`src/design/lsmpc_defs.vh`:
```
`ifndef LSMPC_DEFS_VH
`define LSMPC_DEFS_VH

// ****************************************************************
// Command word layout
// ****************************************************************
`define LSMPC_WD_BIT          15
`define LSMPC_ADDR_HI         14
`define LSMPC_ADDR_LO         12
`define LSMPC_ADDR_CTRL       3'h0
`define LSMPC_ADDR_CH0        3'h1
`define LSMPC_ADDR_CAL        3'h5
`define LSMPC_CAL_WORD        12'ha5c

// Control register fields
`define LSMPC_ON_LO           0
`define LSMPC_DIRDIS_LO       4
`define LSMPC_PWMEN_BIT       8
`define LSMPC_CLKSEL_BIT      9
`define LSMPC_OVOFF_BIT       10
`define LSMPC_VDDEN_BIT       11

// Channel register fields
`define LSMPC_DUTY_LO         0
`define LSMPC_DELAY_LO        7

// Reset values
`define LSMPC_CTRL_RST        12'h000
`define LSMPC_CH_RST          10'h000

// ****************************************************************
// Timing
// ****************************************************************
`define LSMPC_WORD_BITS       5'h10
`define LSMPC_PWM_STEPS       128
`define LSMPC_DELAY_STEP      16
`define LSMPC_WATCHDOG_TIMEOUT_PERIOD_CYC        1000000
`define LSMPC_INT_DEF_CYC     3906
`define LSMPC_CAL_MIN_CYC     349952
`define LSMPC_CAL_MAX_CYC     649984
`define LSMPC_EXT_MIN_CYC     1953
`define LSMPC_EXT_MAX_CYC     7812

`endif

```
`src/design/lsmpc_core.v`:
```
`timescale 1ns/1ps
// Overview of operation
// - SPI words are 16 bits, MSB first
// - Exactly one of four modes at once
// - Wake is reset, wake or input-on OR
// - Fail from supply loss or watchdog timeout
// - Fault is OR of all trip flags, low supply and gated high supply
// - No wake means sleep, outputs off
// - Mode chosen from wake, fail, fault terms
// - Sleep clears every configurable setting
// - Normal-mode flag high only in normal
// - Drive request from input, on-bit, PWM
// - Fault rearm from input-on or on-bit
// - PWM drives output, other inputs ignored
// - PWM period is 128 selected clock cycles
// - Duty code n gives (n+1)/128 high
// - Delay code k shifts by 16k edges
// - Bad external clock stops PWM, flags it
// - Calibration word then chip-select low pulse
// - Out-of-range calibration pulse is discarded
// - Select bit picks calibrated internal clock
// - Watchdog armed by rising wake terms
// - Host toggles bit 15 before timeout
// - Fail-safe until bit 15 one, supply good
// - Fail-safe: inputs drive, settings default
// - Sample on falling, shift on rising
// - Status loads on select low, commit high
`include "lsmpc_defs.vh"

module lsmpc_core #(
    parameter integer WATCHDOG_TIMEOUT_PERIOD_CYC    = `LSMPC_WATCHDOG_TIMEOUT_PERIOD_CYC,
    parameter integer INT_DEF_CYC = `LSMPC_INT_DEF_CYC,
    parameter integer CAL_MIN_CYC = `LSMPC_CAL_MIN_CYC,
    parameter integer CAL_MAX_CYC = `LSMPC_CAL_MAX_CYC,
    parameter integer EXT_MIN_CYC = `LSMPC_EXT_MIN_CYC,
    parameter integer EXT_MAX_CYC = `LSMPC_EXT_MAX_CYC
) (
    input  wire        core_clk,
    input  wire        rstn,
    input  wire        spiCsN,
    input  wire        spiSclk,
    input  wire        spiSi,
    output reg         spiSo,
    output reg         spiSoEn,
    input  wire        wakePin,
    input  wire        resetPin,
    input  wire [3:0]  parIn,
    input  wire        failsafeSelectPin,
    input  wire        vddFail,
    input  wire [3:0]  currentTripFlags,
    input  wire [3:0]  thermalTripFlags,
    input  wire [3:0]  shortTripFlags,
    input  wire        lowSupplyFlag,
    input  wire        highSupplyFlag,
    output reg  [3:0]  loadSwitchOutputs,
    output reg  [3:0]  faultRearm,
    output reg  [3:0]  modeState,
    output reg         normalModeFlag,
    output reg         clockFailFlag
);

    localparam [3:0] MODE_SLEEP  = 4'b0001;
    localparam [3:0] MODE_NORMAL = 4'b0010;
    localparam [3:0] MODE_FSAFE  = 4'b0100;
    localparam [3:0] MODE_FAULT  = 4'b1000;

    // ************************************************************
    // Input synchronisers
    // ************************************************************
    reg  [24:0] syncA;
    reg  [24:0] syncB;
    always @(posedge core_clk) begin
        if (!rstn) begin
            syncA <= 25'h0000001;
            syncB <= 25'h0000001;
        end else begin
            syncA <= {highSupplyFlag, lowSupplyFlag, shortTripFlags, thermalTripFlags,
                      currentTripFlags, vddFail, failsafeSelectPin, parIn, resetPin,
                      wakePin, spiSi, spiSclk, spiCsN};
            syncB <= syncA;
        end
    end
    wire       csN     = syncB[0];
    wire       sclk    = syncB[1];
    wire       si      = syncB[2];
    wire       wakeS   = syncB[3];
    wire       rstS    = syncB[4];
    wire [3:0] inOn    = syncB[8:5];
    wire       fsiOpen = syncB[9];
    wire       vddBad  = syncB[10];
    wire [3:0] curT    = syncB[14:11];
    wire [3:0] thrT    = syncB[18:15];
    wire [3:0] shtT    = syncB[22:19];
    wire       lowS    = syncB[23];
    wire       highS   = syncB[24];

    reg        csPrev;
    reg        sclkPrev;
    reg        extPrev;
    reg  [5:0] wakePrev;
    wire       csFall   = csPrev & ~csN;
    wire       csRise   = ~csPrev & csN;
    wire       sclkRise = ~csN & ~sclkPrev & sclk;
    wire       sclkFall = ~csN & sclkPrev & ~sclk;
    wire       extRise  = ~extPrev & inOn[0];

    // ************************************************************
    // Mode terms
    // ************************************************************
    reg  [11:0] ctrl;
    reg  [9:0]  chCfg [0:3];
    reg         failState;
    reg         calValid;
    wire [3:0]  onBit   = ctrl[`LSMPC_ON_LO +: 4];
    wire [3:0]  dirDis  = ctrl[`LSMPC_DIRDIS_LO +: 4];
    wire        pwmEn   = ctrl[`LSMPC_PWMEN_BIT];
    wire        clkSel  = ctrl[`LSMPC_CLKSEL_BIT];
    wire        highSupplyGuardOff = ctrl[`LSMPC_OVOFF_BIT];
    wire        vddEn   = ctrl[`LSMPC_VDDEN_BIT];
    wire        wakeUp  = rstS | wakeS | (|inOn);
    wire        faultT  = (|curT) | (|thrT) | (|shtT) | lowS | (highS & highSupplyGuardOff);
    wire [3:0]  chTrip  = curT | thrT | shtT;
    wire        failT   = failState | (vddBad & vddEn);
    wire [3:0]  next_mode = !wakeUp ? MODE_SLEEP :
                            faultT  ? MODE_FAULT :
                            failT   ? MODE_FSAFE : MODE_NORMAL;

    // ************************************************************
    // SPI shifter
    // ************************************************************
    reg  [15:0] txReg;
    reg  [15:0] rxReg;
    reg  [4:0]  bitCnt;
    reg         calArmed;
    reg         calMeas;
    wire [15:0] statusWord = {normalModeFlag, clockFailFlag, modeState[3] | modeState[2],
                              modeState[3] | modeState[1], lowS, highS, failState, calValid,
                              curT | shtT, thrT};
    wire [2:0]  rxAddr = rxReg[`LSMPC_ADDR_HI:`LSMPC_ADDR_LO];
    // commit on select rising after a whole word
    wire        commit = csRise & (bitCnt == `LSMPC_WORD_BITS) & ~calMeas;
    wire        wdBit  = rxReg[`LSMPC_WD_BIT];

    always @(posedge core_clk) begin
        if (!rstn) begin
            txReg   <= 16'h0000;
            rxReg   <= 16'h0000;
            bitCnt  <= 5'h00;
            spiSo   <= 1'b0;
            spiSoEn <= 1'b0;
        end else begin
            spiSoEn <= ~csN;
            if (csFall) begin
                // status captured at select low
                // Bit 15 is already on the pin, so the first rise must show bit 14
                txReg  <= {statusWord[14:0], 1'b0};
                spiSo  <= statusWord[15];
                bitCnt <= 5'h00;
            end else begin
                if (sclkRise) begin
                    spiSo <= txReg[15];
                    txReg <= {txReg[14:0], 1'b0};
                end
                if (sclkFall) begin
                    rxReg <= {rxReg[14:0], si};
                    if (bitCnt != 5'h1f)
                        bitCnt <= bitCnt + 5'h01;
                end
            end
        end
    end

    // ************************************************************
    // Settings, watchdog and fail-safe
    // ************************************************************
    reg  [19:0] wdCnt;
    reg         wdArmed;
    reg         lastWd;
    wire        wdTimeout = wdArmed & (wdCnt == WATCHDOG_TIMEOUT_PERIOD_CYC[19:0] - 20'h00001);
    wire        wakeRise  = |({wakeS, rstS, inOn} & ~wakePrev);
    integer     ci;

    always @(posedge core_clk) begin
        if (!rstn) begin
            ctrl      <= `LSMPC_CTRL_RST;
            for (ci = 0; ci < 4; ci = ci + 1)
                chCfg[ci] <= `LSMPC_CH_RST;
            failState <= 1'b0;
            wdArmed   <= 1'b0;
            wdCnt     <= 20'h00000;
            lastWd    <= 1'b0;
            calArmed  <= 1'b0;
        end else if (!wakeUp) begin
            ctrl      <= `LSMPC_CTRL_RST;
            for (ci = 0; ci < 4; ci = ci + 1)
                chCfg[ci] <= `LSMPC_CH_RST;
            failState <= 1'b0;
            wdArmed   <= 1'b0;
            wdCnt     <= 20'h00000;
            lastWd    <= 1'b0;
            calArmed  <= 1'b0;
        end else begin
            if (!fsiOpen)
                wdArmed <= 1'b0;
            else if (wakeRise)
                wdArmed <= 1'b1;
            // host toggle of bit 15 feeds the watchdog
            if (commit && (wdBit != lastWd))
                wdCnt <= 20'h00000;
            else if (wdArmed && !failState && !wdTimeout)
                wdCnt <= wdCnt + 20'h00001;
            if (commit)
                lastWd <= wdBit;
            // leave fail-safe on bit 15 one, supply good
            if (wdTimeout || (vddBad && vddEn))
                failState <= 1'b1;
            else if (!vddBad && ((commit && wdBit) || !fsiOpen))
                failState <= 1'b0;
            if (failT) begin
                ctrl <= `LSMPC_CTRL_RST;
                for (ci = 0; ci < 4; ci = ci + 1)
                    chCfg[ci] <= `LSMPC_CH_RST;
                wdCnt <= 20'h00000;
            end else if (commit) begin
                if (rxAddr == `LSMPC_ADDR_CTRL)
                    ctrl <= rxReg[11:0];
                for (ci = 0; ci < 4; ci = ci + 1)
                    if (rxAddr == `LSMPC_ADDR_CH0 + ci[2:0])
                        chCfg[ci] <= rxReg[9:0];
            end
            // calibration word arms the pulse measurement
            if (commit && rxAddr == `LSMPC_ADDR_CAL && rxReg[11:0] == `LSMPC_CAL_WORD)
                calArmed <= 1'b1;
            else if (calMeas && csRise)
                calArmed <= 1'b0;
        end
    end

    // ************************************************************
    // Internal clock calibration
    // ************************************************************
    reg  [19:0] calWidth;
    reg  [12:0] intPeriod;
    reg  [12:0] intCnt;
    always @(posedge core_clk) begin
        if (!rstn || !wakeUp) begin
            calMeas   <= 1'b0;
            calWidth  <= 20'h00000;
            calValid  <= 1'b0;
            intPeriod <= INT_DEF_CYC[12:0];
        end else begin
            if (calArmed && csFall) begin
                calMeas  <= 1'b1;
                calWidth <= 20'h00000;
            end else if (calMeas && csRise) begin
                calMeas <= 1'b0;
                // keep old period if out of range
                if (calWidth >= CAL_MIN_CYC[19:0] && calWidth <= CAL_MAX_CYC[19:0]) begin
                    intPeriod <= calWidth[19:7];
                    calValid  <= 1'b1;
                end
            end else if (calMeas && calWidth != 20'hfffff) begin
                calWidth <= calWidth + 20'h00001;
            end
        end
    end

    // ************************************************************
    // PWM clock select, monitor and phase
    // ************************************************************
    reg  [15:0] extCnt;
    reg  [6:0]  phase;
    wire        intTick = (intCnt >= intPeriod - 13'h0001);
    wire        pwmTick = clkSel ? intTick : extRise;
    // PWM runs only with a good clock
    wire        pwmRun  = pwmEn & (clkSel | ~clockFailFlag);

    always @(posedge core_clk) begin
        if (!rstn) begin
            intCnt        <= 13'h0000;
            extCnt        <= 16'h0000;
            clockFailFlag <= 1'b0;
            phase         <= 7'h00;
        end else begin
            intCnt <= intTick ? 13'h0000 : intCnt + 13'h0001;
            // period window check on external clock
            if (extRise) begin
                extCnt        <= 16'h0000;
                clockFailFlag <= (extCnt < EXT_MIN_CYC[15:0]) | (extCnt > EXT_MAX_CYC[15:0]);
            end else if (extCnt != 16'hffff) begin
                extCnt <= extCnt + 16'h0001;
                if (extCnt > EXT_MAX_CYC[15:0])
                    clockFailFlag <= 1'b1;
            end
            if (!pwmRun)
                phase <= 7'h00;
            else if (pwmTick)
                phase <= phase + 7'h01;
        end
    end

    // ************************************************************
    // Per-channel drive
    // ************************************************************
    wire [3:0] next_hson;
    wire [3:0] next_rearm;
    genvar g;
    generate
        for (g = 0; g < 4; g = g + 1) begin : gChan
            // delay by 16 edges per step
            wire [6:0] shifted = phase - {chCfg[g][`LSMPC_DELAY_LO +: 3], 4'h0};
            // high for (n+1) of 128 steps
            wire       wave    = (shifted <= chCfg[g][`LSMPC_DUTY_LO +: 7]);
            assign next_hson[g]  = pwmEn ? (onBit[g] & (wave | ~pwmRun))
                                         : ((inOn[g] & ~dirDis[g]) | onBit[g]);
            assign next_rearm[g] = (inOn[g] & ~dirDis[g] & ~pwmEn) | onBit[g];
        end
    endgenerate

    always @(posedge core_clk) begin
        if (!rstn) begin
            csPrev            <= 1'b1;
            sclkPrev          <= 1'b0;
            extPrev           <= 1'b0;
            wakePrev          <= 6'h00;
            modeState         <= MODE_SLEEP;
            normalModeFlag    <= 1'b0;
            loadSwitchOutputs <= 4'h0;
            faultRearm        <= 4'h0;
        end else begin
            csPrev         <= csN;
            sclkPrev       <= sclk;
            extPrev        <= inOn[0];
            wakePrev       <= {wakeS, rstS, inOn};
            modeState      <= next_mode;
            normalModeFlag <= (next_mode == MODE_NORMAL);
            case (next_mode)
                MODE_SLEEP: begin
                    loadSwitchOutputs <= 4'h0;
                    faultRearm        <= 4'h0;
                end
                MODE_FAULT: begin
                    loadSwitchOutputs <= next_hson & ~chTrip
                                         & {4{~lowS & ~(highS & highSupplyGuardOff)}};
                    faultRearm        <= next_rearm;
                end
                MODE_FSAFE: begin
                    loadSwitchOutputs <= inOn;
                    faultRearm        <= inOn;
                end
                default: begin
                    loadSwitchOutputs <= next_hson;
                    faultRearm        <= next_rearm;
                end
            endcase
        end
    end

endmodule // lsmpc_core

```
`config.mk`:
```
export PLATFORM = sky130hd
export DESIGN_NAME = lsmpc_core
export DESIGN_NICKNAME = d
export VERILOG_FILES = /design/src/design/lsmpc_core.v
export VERILOG_INCLUDE_DIRS = /design/src /design/src/design
export SDC_FILE = /design/constraint.sdc
export NUM_CORES = 1
export LEC_CHECK = 0
export ABC_CLOCK_PERIOD_IN_PS = 2700
export BUFFER_PORTS_ARGS = -buffer_cell sky130_fd_sc_hd__clkbuf_2
export CORE_MARGIN = 2
export CORE_UTILIZATION = 53
export DETAILED_ROUTE_END_ITERATION = 7
export GPL_ROUTABILITY_DRIVEN = 0
export PLACE_DENSITY = 0.73
export SYNTH_ARGS = -nofsm -noshare
export SYNTH_HDL_FRONTEND = slang
export SYNTH_SLANG_ARGS = --single-unit
```
`constraint.sdc`:
```
create_clock -name core_clk -period 2.7 [get_ports core_clk]
set_input_delay 0.81 -clock core_clk [delete_from_list [all_inputs] [get_ports core_clk]]
set_output_delay 0.81 -clock core_clk [all_outputs]
set_load 0.01 [all_outputs]
```
* Word-level counts from Yosys, hierarchy flattened
Memory sizes are Yosys's and may differ from the RTL's.
Index checks and enable logic that the tools add are counted.
** Operators by class
- Add/subtract/negate cells :: 11
- $mul :: 0
- Divide/modulo/power cells :: 0
- Order comparisons :: 9
- Eq/ne operators :: 16
- Shifts and indexed selects :: 0
- Mux-type cells :: 66
- Bitwise logic cells :: 89
- Reductions and logical operators :: 48
** Operators with widths (number)
- $mux 10 :: 12
- $mux 1 :: 47
- $add 20x1->20 const B :: 2
- $or 1x1->1 :: 35
- $mux 16 :: 2
- $le 7x7->1 :: 4
- $sub 7x7->7 :: 4
- $and 1x1->1 :: 26
- $eq 20x20->1 const B :: 1
- $ge 20x19->1 const B :: 1
- $le 20x20->1 const B :: 1
- $ne 20x20->1 const B :: 1
- $not 1->1 :: 20
- $reduce_or 4->1 :: 5
- $add 16x1->16 const B :: 1
- $gt 16x13->1 const B :: 1
- $lt 16x11->1 const B :: 1
- $ne 16x16->1 const B :: 1
- $reduce_and 2->1 :: 7
- $add 13x1->13 const B :: 1
- $ge 13x13->1 :: 1
- $sub 13x1->13 const B :: 1
- $eq 12x12->1 const B :: 1
- $logic_and 1x1->1 :: 12
- other kinds (29) :: 51
** Word-level totals
- Register bits after elaboration :: 218
- Bits in latches :: 0
- Memory bits (writable) :: 40
- Bits in read-only memories :: 0
- Input port bits :: 27
- Output and inout bits :: 16
- Logic and storage cells :: 269
- Memories :: 1
** Memories
- chCfg :: depth 4, bits a word 10, rd ports 4, clocked after Yosys merged registers in 0, wr ports 4, line lsmpc_core.v:111 : reg [9:0] chCfg [0:3];

* Longest topological paths before layout
Gate-level depths: netlist of run 1.
- Depth after elaboration :: 10
- Mapped depth :: 13
- Depth with buffers taken out :: 12

* Worst setup path after synthesis of run 1
OpenSTA, ideal clock, no wires.
- Path kind :: reg-to-reg
- From :: reg intPeriod[2]
- To :: reg intCnt[10]
- Library setup time :: 0.128 ns
- Arrival :: 2.431 ns
- Data required time :: 2.572 ns
- Path slack :: 0.141 ns
- Cell stages (with the launch flop) :: 12
- Buffers on the path :: 1
- Clock period less this slack :: 2.559 ns
- Path through :: dfxtp_1 nor4_1 nand2_1 nor3_1 xnor2_1 ha_1 nand4_1 o31ai_1 o21ai_0 nand2_1 clkbuf_1 nor2_1
** On the way
- Word-level cells in the longest chain between the ends :: 3
** RTL lines
- from (decl) :: line lsmpc_core.v:243 : reg [12:0] intPeriod;
- from (signal assigned) :: line lsmpc_core.v:250 : intPeriod <= INT_DEF_CYC[12:0];
- from (signal assigned) :: line lsmpc_core.v:259 : intPeriod <= calWidth[19:7];
- $sub 13x1->13 :: line lsmpc_core.v:273 : wire intTick = (intCnt >= intPeriod - 13'h0001);
- $ge 13x13->1 :: line lsmpc_core.v:273
- $reduce_or 2->1 (no source line)
- to (signal assigned) :: line lsmpc_core.v:285 : intCnt <= intTick ? 13'h0000 : intCnt + 13'h0001;
- to (decl) :: line lsmpc_core.v:244 : reg [12:0] intCnt;
No other way between the ends.
A chain may end at the register's enable or synchronous reset.

* Worst setup path after layout of run 1
- From :: reg phase[4]
- To :: reg loadSwitchOutputs[1]
** On the way
- Word-level cells in the longest chain between the ends :: 8
** RTL lines
- from (decl) :: line lsmpc_core.v:272 : reg [6:0] phase;
- from (signal assigned) :: line lsmpc_core.v:298 : phase <= phase + 7'h01;
- $sub 7x7->7 * :: line lsmpc_core.v:311 : wire [6:0] shifted = phase - {chCfg[g][`LSMPC_DELAY_LO +: 3], 4'h0};
- $le 7x7->1 * :: line lsmpc_core.v:313 : wire wave = (shifted <= chCfg[g][`LSMPC_DUTY_LO +: 7]);
- $or 1x1->1 * :: line lsmpc_core.v:314 : assign next_hson[g] = pwmEn ? (onBit[g] & (wave | ~pwmRun))
- $and 1x1->1 * :: line lsmpc_core.v:314
- $mux 1 * :: line lsmpc_core.v:314
- $and 4x4->4 :: line lsmpc_core.v:343 : loadSwitchOutputs <= next_hson & ~chTrip
- $and 4x4->4 :: line lsmpc_core.v:344 : & {4{~lowS & ~(highS & highSupplyGuardOff)}};
- $pmux 4 s3 * :: line lsmpc_core.v:337 : case (next_mode)
- to (signal assigned) :: line lsmpc_core.v:343
- to (signal assigned) :: line lsmpc_core.v:348 : loadSwitchOutputs <= inOn;
- to (signal assigned) :: line lsmpc_core.v:352 : loadSwitchOutputs <= next_hson;
- to (decl) :: line lsmpc_core.v:55 : output reg [3:0] loadSwitchOutputs,
Mark *: on every way between the ends. The rest lies on a longest branch, timed or not.

==> key figures, run 1 <==
Clock tree
  • Num Clock Sinks: ~260
  • Clk_lat worst skew: ~0.55 ns
  • Clock Root Buffer: clkbuf_16
  • Deepest level of the CTS H-tree: 1
  • Clock tree from TritonCTS: built
  • Inserted Clock Buffers: 26
  • Buffer depth of the longest clock path: 3
  • Clock-pin transition on the worst setup and hold timing paths: approximately 0.060 ns

Timing
  • Worst setup skew after layout: roughly 0.021 ns
  • Count of final setup violators: 0
  • Final Hold Viols: 0
  • Max_slew headroom: 0.255
  • Maximum frequency from static timing analysis: roughly 0.38 GHz
  • Final worst path period need: between 2 and 3 ns
  • WHS: around 0.43 ns
  • Setup tns final: 0 ns
  • Pins Over Slew Limit: 0
  • Transition time at the pin with the least slew margin: 1.10 ns
  • Post-route fraction of the period consumed by the critical path: 0.967
  • Unrepaired setup endpoints after global routing: yes

Power and ir drop
  • Power density over the cells: slightly above 600 mW/mm2
  • IR drop worst, VDD: 0.000496 V
  • Leakage component of the power: between 4 and 5 nW

Synthesis
  • Cell type contributing the most total cell area after synthesis: dfxtp_1
  • Syn. warnings: 0
  • Number of flip-flops and latches in the synthesized netlist: roughly 260
  • Area of the mapped netlist: ~0.012 mm2
  • Share of the yosys chip area belonging to registers: 0.475
  • Gate Count Post-Synth: approximately 1300
  • Mean instance size in the synthesized netlist: a little over 9 um2
  • Synthesized net count: ~1400
  • Share of the synthesized area in the top cell type: 0.372
  • Number of distinct library cells after synthesis: 69
  • Leading cell types by total area after synthesis: dfxtp_1, edfxtp_1, ha_1, and2_1, nor2_1
  • Post-synth EDFFs: 40
  • Most used flip-flop cell after synthesis: dfxtp_1
  • Post-synthesis async set-or-reset flop share: 0

Drt
  • Vias: about 9000
  • Drt pass-1 iters: 4
  • Remaining DRCs: 0
  • Remaining antenna violation count after routing: 0
  • Number of DRC markers in iteration 0: just over 600
  • Via/cell ratio: 5.46
  • Aggregate routed wire length: 24700 um
  • Average routed wire per standard cell: roughly 15 um

Setup path
  • Kind of end point of the critical path: register
  • Endpoint arrival time on the critical path: a little over 3 ns
  • Reg-to-reg endpoint: loadSwitchOutputs[1]$_SDFF_PN0_
  • Required time of the critical path: 3.15 ns
  • Cells on worst reg2reg path: 13
  • CP Launch Type: register
  • Internal reg-to-reg setup slack: ~0.09 ns
  • Max FO, Critical Path: 5
  • Reg-to-reg critical path startpoint: phase[4]$_SDFFE_PN0P_
  • WS Path Type: reg -> reg

Global route
  • Maximum number of pins on one net before global-route repair: 62
  • Antenna violations before repair: 0
  • Wire length of the first global-routing pass: ~40000 um
  • Number of global-route vias before repair: 8299
  • Overall track demand over capacity in global routing: 0.210
  • Global-route congestion overflow total: 0

Placed design
  • Input/output buffers: 42
  • Detailed-placement wirelength estimate: 17400 um
  • Number of cells after detailed placement: approximately 1600

Floorplanning
  • Floorplan row count: 54
  • Die height: 152 um
  • I/O pin total: 43
  • Initial Util: 0.538
  • Die footprint: 0.0232 mm2
  • Core region area: approximately 0.022 mm2
  • Die Width: around 150 um

Worst hold path
  • End of the worst hold path: syncB[20]$_SDFF_PN0_
  • Hold path depth: 1
  • Worst hold path class: reg -> reg
  • Worst hold path startpoint: syncA[20]$_SDFF_PN0_

Final layout
  • Sequential cell area: between 0.005 and 0.006 mm2
  • Antenna cell count: 0
  • Most common library cell in the layout ignoring fill and taps: dfxtp_1
  • NumNets Final: 1415
  • Number of cells in the finished layout apart from fillers: 1627
  • Area growth from synthesis to final layout: 14.0%
  • Layout fillers: between 1500 and 2000
  • Fraction of layout cells with a size suffix above 1: 0.115
  • Commonest cells after routing, fill and taps aside: dfxtp_1, nor2_1, nand2_1
  • Multi-input logic area: approximately 0.0058 mm2

Outcome
  • Result of the run: completed

Flow run
  • Count of max-cap constraint violations: 0
-- report_power, final --
part | internal, mW | total, mW | switching (mW)
Sequential | 4.00 | 4.06 | 0.0535
Combinational | 0.206 | 0.511 | 0.305
Clock | 2.13 | 3.65 | 1.53
Total | 6.34 | 8.22 | 1.88
-- metal layers --
metal | share of wire | wire, um | vias up | GRT usage
met1 | 0.47 | 11600 | 4096 | 0.293
met3 | 0.051 | 1260 | 56 | 0.0284
met4 | 0.030 | 731 | 0 | 0.0641
met5 | 0 | 0 | - | 0
met2 | 0.45 | 11100 | 226 | 0.344
li1 | - | - | 4498 | -
-- state kept, by name (all words and copies together), names as in the netlist, 4 cells and up --
name and count:
bitCnt 5, calWidth 20, chCfg 40, ctrl 12, extCnt 16, faultRearm 4
intCnt 13, intPeriod 13, loadSwitchOutputs 4, modeState 4, phase 7, rxReg 16
syncA 25, syncB 25, txReg 15, wakePrev 6, wdCnt 20
-- metrics by stage --
step	power (mW)	cell area [um2]	setup slack, ns	utilization
final	8.22	13300	0.0898	0.613
after global routing	8.52	13300	-0.0124	0.613
after CTS	8.28	13200	0.0115	0.607
after detailed placement	4.64	12300	0.0383	0.566
after global placement	4.61	12300	0.0748	0.566
after floorplan	4.47	11700	0.141	-
-- synthesized netlist by cell type, drive strengths merged (3+ instances only) --
| master | n |
|---|---|
| ha | 57 |
| a21oi | 63 |
| or3 | 22 |
| clkbuf | 32 |
| dfxtp | 217 |
| or4 | 3 |
| o21a | 6 |
| o21ai | 41 |
| nor2b | 10 |
| and3 | 17 |
| nand2b | 16 |
| nand2 | 114 |
| and2 | 96 |
| nand3b | 5 |
| xor2 | 39 |
| a21o | 5 |
| edfxtp | 40 |
| o311ai | 3 |
| a22oi | 5 |
| nor3b | 4 |
| o31a | 5 |
| nor4 | 13 |
| and4 | 4 |
| fa | 4 |
| a311oi | 10 |
| nor3 | 32 |
| o31ai | 3 |
| o211ai | 16 |
| buf | 11 |
| or2 | 3 |
| nand3 | 56 |
| nand4 | 26 |
| mux2i | 17 |
| nor2 | 132 |
| xnor2 | 38 |
| nor4b | 7 |
| a211o | 5 |
| inv | 65 |
-- worst max-delay path, cell delays in order, from the launching register on --
cell      delay (ns)
dfxtp_1         0.35
inv_2           0.07
buf_4           0.12
ha_1            0.14
inv_1           0.05
fa_1            0.38
xor2_1          0.18
xnor2_1         0.13
ha_1            0.33
nand3_1         0.13
o211ai_1        0.21
a21oi_1         0.08
a211o_1         0.30
o31ai_1         0.06
-- how the worst max path moves through the flow --
stage                                                 end  cells past startpoint  slack (ns)                       from
after floorplan                     intCnt[10]$_SDFF_PP0_                     11        0.14  intPeriod[2]$_SDFFE_PN0P_
after global placement              phase[3]$_SDFFE_PN0P_                     12        0.07  intPeriod[2]$_SDFFE_PN0P_
after detailed placement            phase[3]$_SDFFE_PN0P_                     12        0.04  intPeriod[2]$_SDFFE_PN0P_
after CTS                           phase[2]$_SDFFE_PN0P_                     11        0.01  intPeriod[2]$_SDFFE_PN0P_
after global routing                phase[3]$_SDFFE_PN0P_                     11       -0.01  intPeriod[5]$_SDFFE_PN0P_
final                     loadSwitchOutputs[1]$_SDFF_PN0_                     13        0.09      phase[4]$_SDFFE_PN0P_
-- what timing repair did --
action                                  in CTS  in global routing
gates resized for setup                      1                 32
hold buffers                                 0                  0
buffers inserted                             0                  2
endpoints found under the setup margin       1                 21
endpoints found under the hold margin        0                  0
pin swaps                                    0                 16
-- cell type report --
type | instances | share of cell area
timing repair buffer | 74 | 0.0339
multi-input combinational | 902 | 0.437
sequential | 257 | 0.417
tap | 280 | 0.0263
clock buffer | 30 | 0.0516
clock inverter | 18 | 0.0152
inverter | 66 | 0.0186
-- kinds of logic (layout without fill, tap and decap cells) --
logic type,after synthesis,in the layout,synth area share
simple gates,565,565,0.249
flops,257,257,0.475
compound gates,182,182,0.0988
buf+inv,109,188,0.0365
xor+xnor,77,77,0.0578
fa+ha+maj,61,61,0.0680
mux,17,17,0.0146
No activity file was read; power rests on OpenSTA's default activity.
==> run 2: changes to the inputs <==
--- a/config.mk
+++ b/config.mk
@@ -9,10 +9,10 @@
 export ABC_CLOCK_PERIOD_IN_PS = 2700
 export BUFFER_PORTS_ARGS = -buffer_cell sky130_fd_sc_hd__clkbuf_2
 export CORE_MARGIN = 2
-export CORE_UTILIZATION = 53
+export CORE_UTILIZATION = 50
 export DETAILED_ROUTE_END_ITERATION = 7
 export GPL_ROUTABILITY_DRIVEN = 0
-export PLACE_DENSITY = 0.73
+export PLACE_DENSITY = 0.69
 export SYNTH_ARGS = -nofsm -noshare
 export SYNTH_HDL_FRONTEND = slang
 export SYNTH_SLANG_ARGS = --single-unit
==> run 2 against run 1 <==
Against the previous run:
- worst hold slack worse by 0.0042 ns
- clock skew is 0.0092 ns lower
- sequential share of layout area is 0.15 points higher
- clock power is 5% lower
- critical path depth is 1 lower
- clock-buffer cell count is 11 higher
==> key figures, run 2 (synthesis results as in run 1) <==
Outcome
  • Result of the run: completed

Final layout
  • Area growth from synthesis to final layout: 13.6%
  • NumNets Final: roughly 1400
  • Sequential cell area: approximately 0.0055 mm2
  • Final instance area: roughly 0.013 mm2
  • Commonest cells after routing, fill and taps aside: dfxtp_1, nor2_1, nand2_1
  • Antenna cell count: 0
  • Fraction of layout cells with a size suffix above 1: 0.108
  • Multi-input logic area: 0.00578 mm2
  • Number of flip-flops under the largest register name: 40
  • Most common library cell in the layout ignoring fill and taps: dfxtp_1
  • Biggest registers after layout: chCfg (40), syncA (25), syncB (25)
  • Top register by number of flip-flops: chCfg
  • Layout fillers: ~2000

Floorplanning
  • Floorplan row count: 55
  • Core region area: ~0.023 mm2
  • Die footprint: 0.0246 mm2
  • Die Width: between 150 and 200 um
  • Die height: 157 um
  • Initial Util: 0.512
  • I/O pin total: 43

Power and ir drop
  • Power density over the cells: around 610 mW/mm2
  • Fraction of power spent switching nets: 0.225
  • P_sw: roughly 1.8 mW
  • Internal Power: 6.22 mW
  • Combinational group share of total power: 0.062
  • Clock power frac: 0.433
  • IR drop worst, VDD: between 0.0005 and 0.0006 V
  • Sequential power share: 0.505
  • Leakage component of the power: approximately 5 nW

Timing
  • Count of final setup violators: 0
  • Unrepaired setup endpoints after global routing: yes
  • Post-route fraction of the period consumed by the critical path: 0.959
  • Max_slew headroom: 0.499
  • Transition time at the pin with the least slew margin: between 0.7 and 0.8 ns
  • WHS: between 0.4 and 0.5 ns
  • Pins Over Slew Limit: 0
  • Worst setup skew after layout: 0.0117 ns
  • Final worst path period need: between 2 and 3 ns
  • Final Hold Viols: 0
  • Setup tns final: 0 ns
  • Maximum frequency from static timing analysis: 0.386 GHz

Setup path
  • Reg-to-reg critical path startpoint: intPeriod[2]$_SDFFE_PN0P_
  • Most numerous cell on the critical path: buf_4
  • Reg-to-reg endpoint: phase[1]$_SDFFE_PN0P_
  • Kind of end point of the critical path: register
  • Worst path slowest cell: dfxtp_2
  • Endpoint arrival time on the critical path: 3.05 ns
  • CP Launch Type: register
  • Required time of the critical path: roughly 3.2 ns
  • Max FO, Critical Path: 3
  • WS Path Type: reg -> reg
  • Cells on worst reg2reg path: 12
  • Largest stage delay, worst path: 0.32 ns
  • Cell chain of the critical path: nor4_2, buf_4, nand2_2, xor2_1, ha_1, a211o_1, a21oi_2, o31ai_2, o21bai_1, buf_4, nand3_1, a21oi_1
  • Critical Path Source: intPeriod[2]$_SDFFE_PN0P_
  • Internal reg-to-reg setup slack: approximately 0.11 ns

Placed design
  • Input/output buffers: 42
  • Placed cell area: between 0.01 and 0.015 mm2
  • Detailed-placement wirelength estimate: about 17000 um

Flow run
  • Count of max-cap constraint violations: 0

Global route
  • Antenna violations before repair: 0
  • Met3 routing resource usage after global routing: 0.0321
  • Wire length of the first global-routing pass: about 40000 um
  • Met1 GRT Util: 0.288
  • Maximum number of pins on one net before global-route repair: 63
  • Global-route congestion overflow total: 0
  • Overall track demand over capacity in global routing: 0.205
  • Met2 Resource Use GR: 0.325
  • Number of global-route vias before repair: about 8200
  • GRT Max-Usage Layer: met2

Drt
  • Remaining DRCs: 0
  • Via/cell ratio: 5.33
  • Drt pass-1 iters: 7
  • Vias: approximately 9000
  • Aggregate routed wire length: roughly 25000 um
  • Average routed wire per standard cell: roughly 15 um
  • Remaining antenna violation count after routing: 0
  • Number of DRC markers in iteration 0: 416

Worst hold path
  • Worst hold path class: reg -> reg
  • Hold path depth: 1
  • Worst hold path startpoint: syncA[0]$_SDFF_PN1_
  • End of the worst hold path: syncB[0]$_SDFF_PN1_

Clock tree
  • Clk_lat worst skew: 0.55 ns
  • Deepest level of the CTS H-tree: 1
  • Num Clock Sinks: approximately 260
  • Buffer depth of the longest clock path: 3
  • Clock tree from TritonCTS: built
  • Clock-pin transition on the worst setup and hold timing paths: approximately 0.060 ns
  • Clock Root Buffer: clkbuf_16
  • Inserted Clock Buffers: 27
-- run 2: metal layers --
layer,vias to the layer above,routed length [um]
met5,-,0
met4,0,686
met3,43,1210
met2,203,10900
met1,4086,11800
li1,4518,-
-- run 2: worst max path at each step --
| stage | end |
|---|---|
| after floorplan | intCnt[10]$_SDFF_PP0_ |
| after CTS | loadSwitchOutputs[0]$_SDFF_PN0_ |
| final | phase[1]$_SDFFE_PN0P_ |
| after detailed placement | phase[4]$_SDFFE_PN0P_ |
| after global placement | loadSwitchOutputs[0]$_SDFF_PN0_ |
| after global routing | phase[1]$_SDFFE_PN0P_ |
-- run 2: final cells by class --
class / instances / share of cell area
repair buffers: 74 / 0.0340
clock inverters: 5 / 0.00349
clock buffers: 41 / 0.0598
multi-input cells: 903 / 0.436
inverters: 66 / 0.0187
flip-flops and latches: 257 / 0.419
well taps: 313 / 0.0296
-- run 2: critical path, delay by kind of cell (launching register included) --
kind	cells	cell delay [ns]
buffers and inverters	2	0.33
XOR/XNOR	1	0.15
adder cells (fa/ha/maj)	1	0.30
flip-flops	1	0.32
AO/OA/AOI/OAI	5	1.00
AND/OR/NAND/NOR	3	0.40
-- run 2: power by group through the flow --
stage	Sequential, mW	Combinational, mW	Clock (mW)
after global placement	4.14	0.483	0
after detailed placement	4.14	0.497	0
final	4.06	0.499	3.48
after floorplan	4.13	0.348	0
after CTS	4.06	0.500	3.56
after global routing	4.07	0.566	3.72
-- run 2: what timing repair did --
item,CTS,global route
gates resized for setup,2,26
gates cloned,0,1
buffers inserted,0,1
hold buffers,0,0
endpoints found under the hold margin,0,0
setup endpoints to repair,4,22
pin swaps,0,6
-- run 2: per-stage QoR --
stage / cells / utilization / total power, mW / setup WS [ns]
after global placement: 1611 / 0.541 / 4.62 / 0.0587
after global routing: 1659 / 0.582 / 8.36 / -0.0576
final: 1659 / 0.582 / 8.03 / 0.111
after floorplan: 1268 / - / 4.47 / 0.141
after CTS: 1657 / 0.578 / 8.12 / 0.00743
after detailed placement: 1611 / 0.541 / 4.63 / -0.0518
==> run 3: changes to the inputs <==
--- a/config.mk
+++ b/config.mk
@@ -7,7 +7,7 @@
 export NUM_CORES = 1
 export LEC_CHECK = 0
 export ABC_CLOCK_PERIOD_IN_PS = 2700
-export BUFFER_PORTS_ARGS = -buffer_cell sky130_fd_sc_hd__clkbuf_2
+export BUFFER_PORTS_ARGS = -buffer_cell sky130_fd_sc_hd__buf_2
 export CORE_MARGIN = 2
 export CORE_UTILIZATION = 50
 export DETAILED_ROUTE_END_ITERATION = 7
==> run 3 against run 2 <==
Against the previous run:
- first-iteration DRC count grew 3.1%
- setup slack got worse by 0.0018 ns
- via count down 0.14%
- die area stayed put
- wire length is 0.20% higher
- sequential share of layout area is 0.28 points lower
- total power up 4.3%
- clock-buffer cell count fell by 8
- non-clock buffer count shrank 1
- design area rose by 0.66%
- maximum frequency about the same
==> key figures, run 3 (synthesis results as in run 1) <==
Floorplanning
  • Initial Util: 0.512
  • Die height: approximately 160 um
  • Core region area: between 0.02 and 0.025 mm2
  • Die Width: ~160 um
  • Die footprint: about 0.025 mm2
  • Floorplan row count: 55
  • I/O pin total: 43

Setup path
  • Endpoint arrival time on the critical path: between 3 and 4 ns
  • Worst path slowest cell: ha_1
  • CP Launch Type: register
  • Top Family by Delay on Critical Path: compound AO/OA/AOI/OAI gates
  • Required time of the critical path: about 3.2 ns
  • Largest stage delay, worst path: about 0.33 ns
  • Number of buffers and inverters on the critical path: 1
  • Max FO, Critical Path: 3
  • Kind of end point of the critical path: register
  • Cell chain of the critical path: nor4_1, buf_4, nand2_2, xor2_1, ha_1, a211o_1, a21oi_4, o31ai_4, o21ba_2, o21ai_2, mux2i_1
  • WS Path Type: reg -> reg

Power and ir drop
  • Internal Power: ~6.5 mW
  • Clock power frac: 0.457
  • Fraction of power spent switching nets: 0.228
  • P_sw: between 1.5 and 2 mW
  • Leakage component of the power: around 5.0 nW
  • Overall power after layout: roughly 8.4 mW
  • Sequential power share: 0.484
  • Power density over the cells: ~630 mW/mm2
  • IR drop worst, VDD: around 0.00060 V
  • Combinational group share of total power: 0.059

Outcome
  • Result of the run: completed

Drt
  • Via/cell ratio: about 5.3
  • Remaining DRCs: 0
  • Aggregate routed wire length: approximately 25000 um
  • Drt pass-1 iters: 5
  • Vias: just under 9000
  • Remaining antenna violation count after routing: 0
  • Number of DRC markers in iteration 0: around 430
  • Average routed wire per standard cell: 14.8 um

Timing
  • Maximum frequency from static timing analysis: slightly below 0.4 GHz
  • Post-route fraction of the period consumed by the critical path: 0.959
  • Max_slew headroom: 0.513
  • Final Hold Viols: 0
  • Setup tns final: 0 ns
  • Final worst slack: around 0.11 ns
  • WHS: 0.418 ns
  • Count of final setup violators: 0
  • Transition time at the pin with the least slew margin: 0.727 ns
  • Worst setup skew after layout: 0.00812 ns
  • Pins Over Slew Limit: 0
  • Final worst path period need: roughly 2.6 ns

Final layout
  • Most common library cell in the layout ignoring fill and taps: dfxtp_1
  • Fraction of layout cells with a size suffix above 1: 0.109
  • NumNets Final: between 1000 and 1500
  • Final instance area: ~0.013 mm2
  • Number of flip-flops under the largest register name: 40
  • Top register by number of flip-flops: chCfg
  • Sequential cell area: about 0.0055 mm2
  • Layout fillers: 1976
  • Area growth from synthesis to final layout: 14.3%
  • Commonest cells after routing, fill and taps aside: dfxtp_1, nor2_1, nand2_1
  • Number of cells in the finished layout apart from fillers: about 1700
  • Biggest registers after layout: chCfg (40), syncA (25), syncB (25)
  • Finished Core Util: 0.586
  • Multi-input logic area: ~0.0058 mm2

Global route
  • Antenna violations before repair: 0
  • Number of global-route vias before repair: between 8000 and 9000
  • Wire length of the first global-routing pass: 41000 um
  • Overall track demand over capacity in global routing: 0.204
  • Global-route congestion overflow total: 0
  • Maximum number of pins on one net before global-route repair: 63

Clock tree
  • Clock-pin transition on the worst setup and hold timing paths: 0.06 ns
  • Num Clock Sinks: ~260
  • Clock Root Buffer: clkbuf_16
  • Buffer depth of the longest clock path: 3
  • Clk_lat worst skew: about 0.55 ns
  • Hold_buf cts: 0
  • Deepest level of the CTS H-tree: 1
  • Inserted Clock Buffers: 27
  • Clock tree from TritonCTS: built

Placed design
  • Post-Place Setup Slack: 0.0293 ns
  • Placed cell area: between 0.01 and 0.015 mm2
  • Detailed-placement wirelength estimate: roughly 17000 um
  • Input/output buffers: 42
  • Number of cells after detailed placement: roughly 1600

Flow run
  • Count of max-cap constraint violations: 0

Worst hold path
  • Worst hold path class: reg -> reg
## run 3: changes by cell type in the layout (fill, tap and decap cells not counted), moves of 2 or more
cell       before  now
clkinv_1        1    4
buf_2           0   42
nor4_2          4    2
clkbuf_1        7    1
clkbuf_2       42    0
bufinv_16       0    3
nor4_1          9   11
clkinv_2        2    4
## run 3: worst paths after layout
path                             startpoint                    end  slack (ns)  cells past startpoint
setup / recovery  intPeriod[5]$_SDFFE_PN0P_  phase[2]$_SDFFE_PN0P_        0.11                     11
hold / removal          syncA[0]$_SDFF_PN1_    syncB[0]$_SDFF_PN1_        0.42                      1
setup reg to reg  intPeriod[5]$_SDFFE_PN0P_  phase[2]$_SDFFE_PN0P_        0.11                     11
hold reg to reg         syncA[0]$_SDFF_PN1_    syncB[0]$_SDFF_PN1_        0.42                      1
## run 3: power by group through the flow
stage / registers, mW / logic [mW] / clock network [mW]
5_1_grt: 4.07 / 0.566 / 4.05
6_report: 4.05 / 0.495 / 3.83
3_3_place_gp: 4.13 / 0.479 / 0
2_1_floorplan: 4.13 / 0.348 / 0
3_5_place_dp: 4.14 / 0.494 / 0
4_1_cts: 4.05 / 0.497 / 3.90
## run 3: timing repair
| item | CTS | global route |
|---|---|---|
| endpoints found under the setup margin | 0 | 24 |
| setup buffers | 0 | 1 |
| gates resized for setup | 0 | 26 |
## run 3: per-layer routing
| layer | vias up | routed length, um | GRT usage |
|---|---|---|---|
| li1 | 4512 | - | - |
| met5 | - | 0 | 0 |
| met1 | 4114 | 12200 | 0.285 |
| met4 | 0 | 757 | 0.0668 |
| met2 | 162 | 10800 | 0.325 |
| met3 | 50 | 875 | 0.0324 |
## run 3: layout make-up
| cell class | count | area share |
|---|---|---|
| repair buffers | 73 | 0.0332 |
| flip-flops and latches | 257 | 0.416 |
| clock buffers | 33 | 0.0561 |
| well taps | 313 | 0.0294 |
| multi-input cells | 903 | 0.433 |
| inverters | 66 | 0.0186 |
| clock inverters | 16 | 0.0135 |
| diodes | 1 | 0.000188 |
## run 3: worst reg2reg max path, stage by stage, from the launching register on
cell	delay [ns]
dfxtp_1	0.32
nor4_1	0.27
buf_4	0.17
nand2_2	0.09
xor2_1	0.16
ha_1	0.33
a211o_1	0.31
a21oi_4	0.21
o31ai_4	0.12
o21ba_2	0.23
o21ai_2	0.14
mux2i_1	0.18
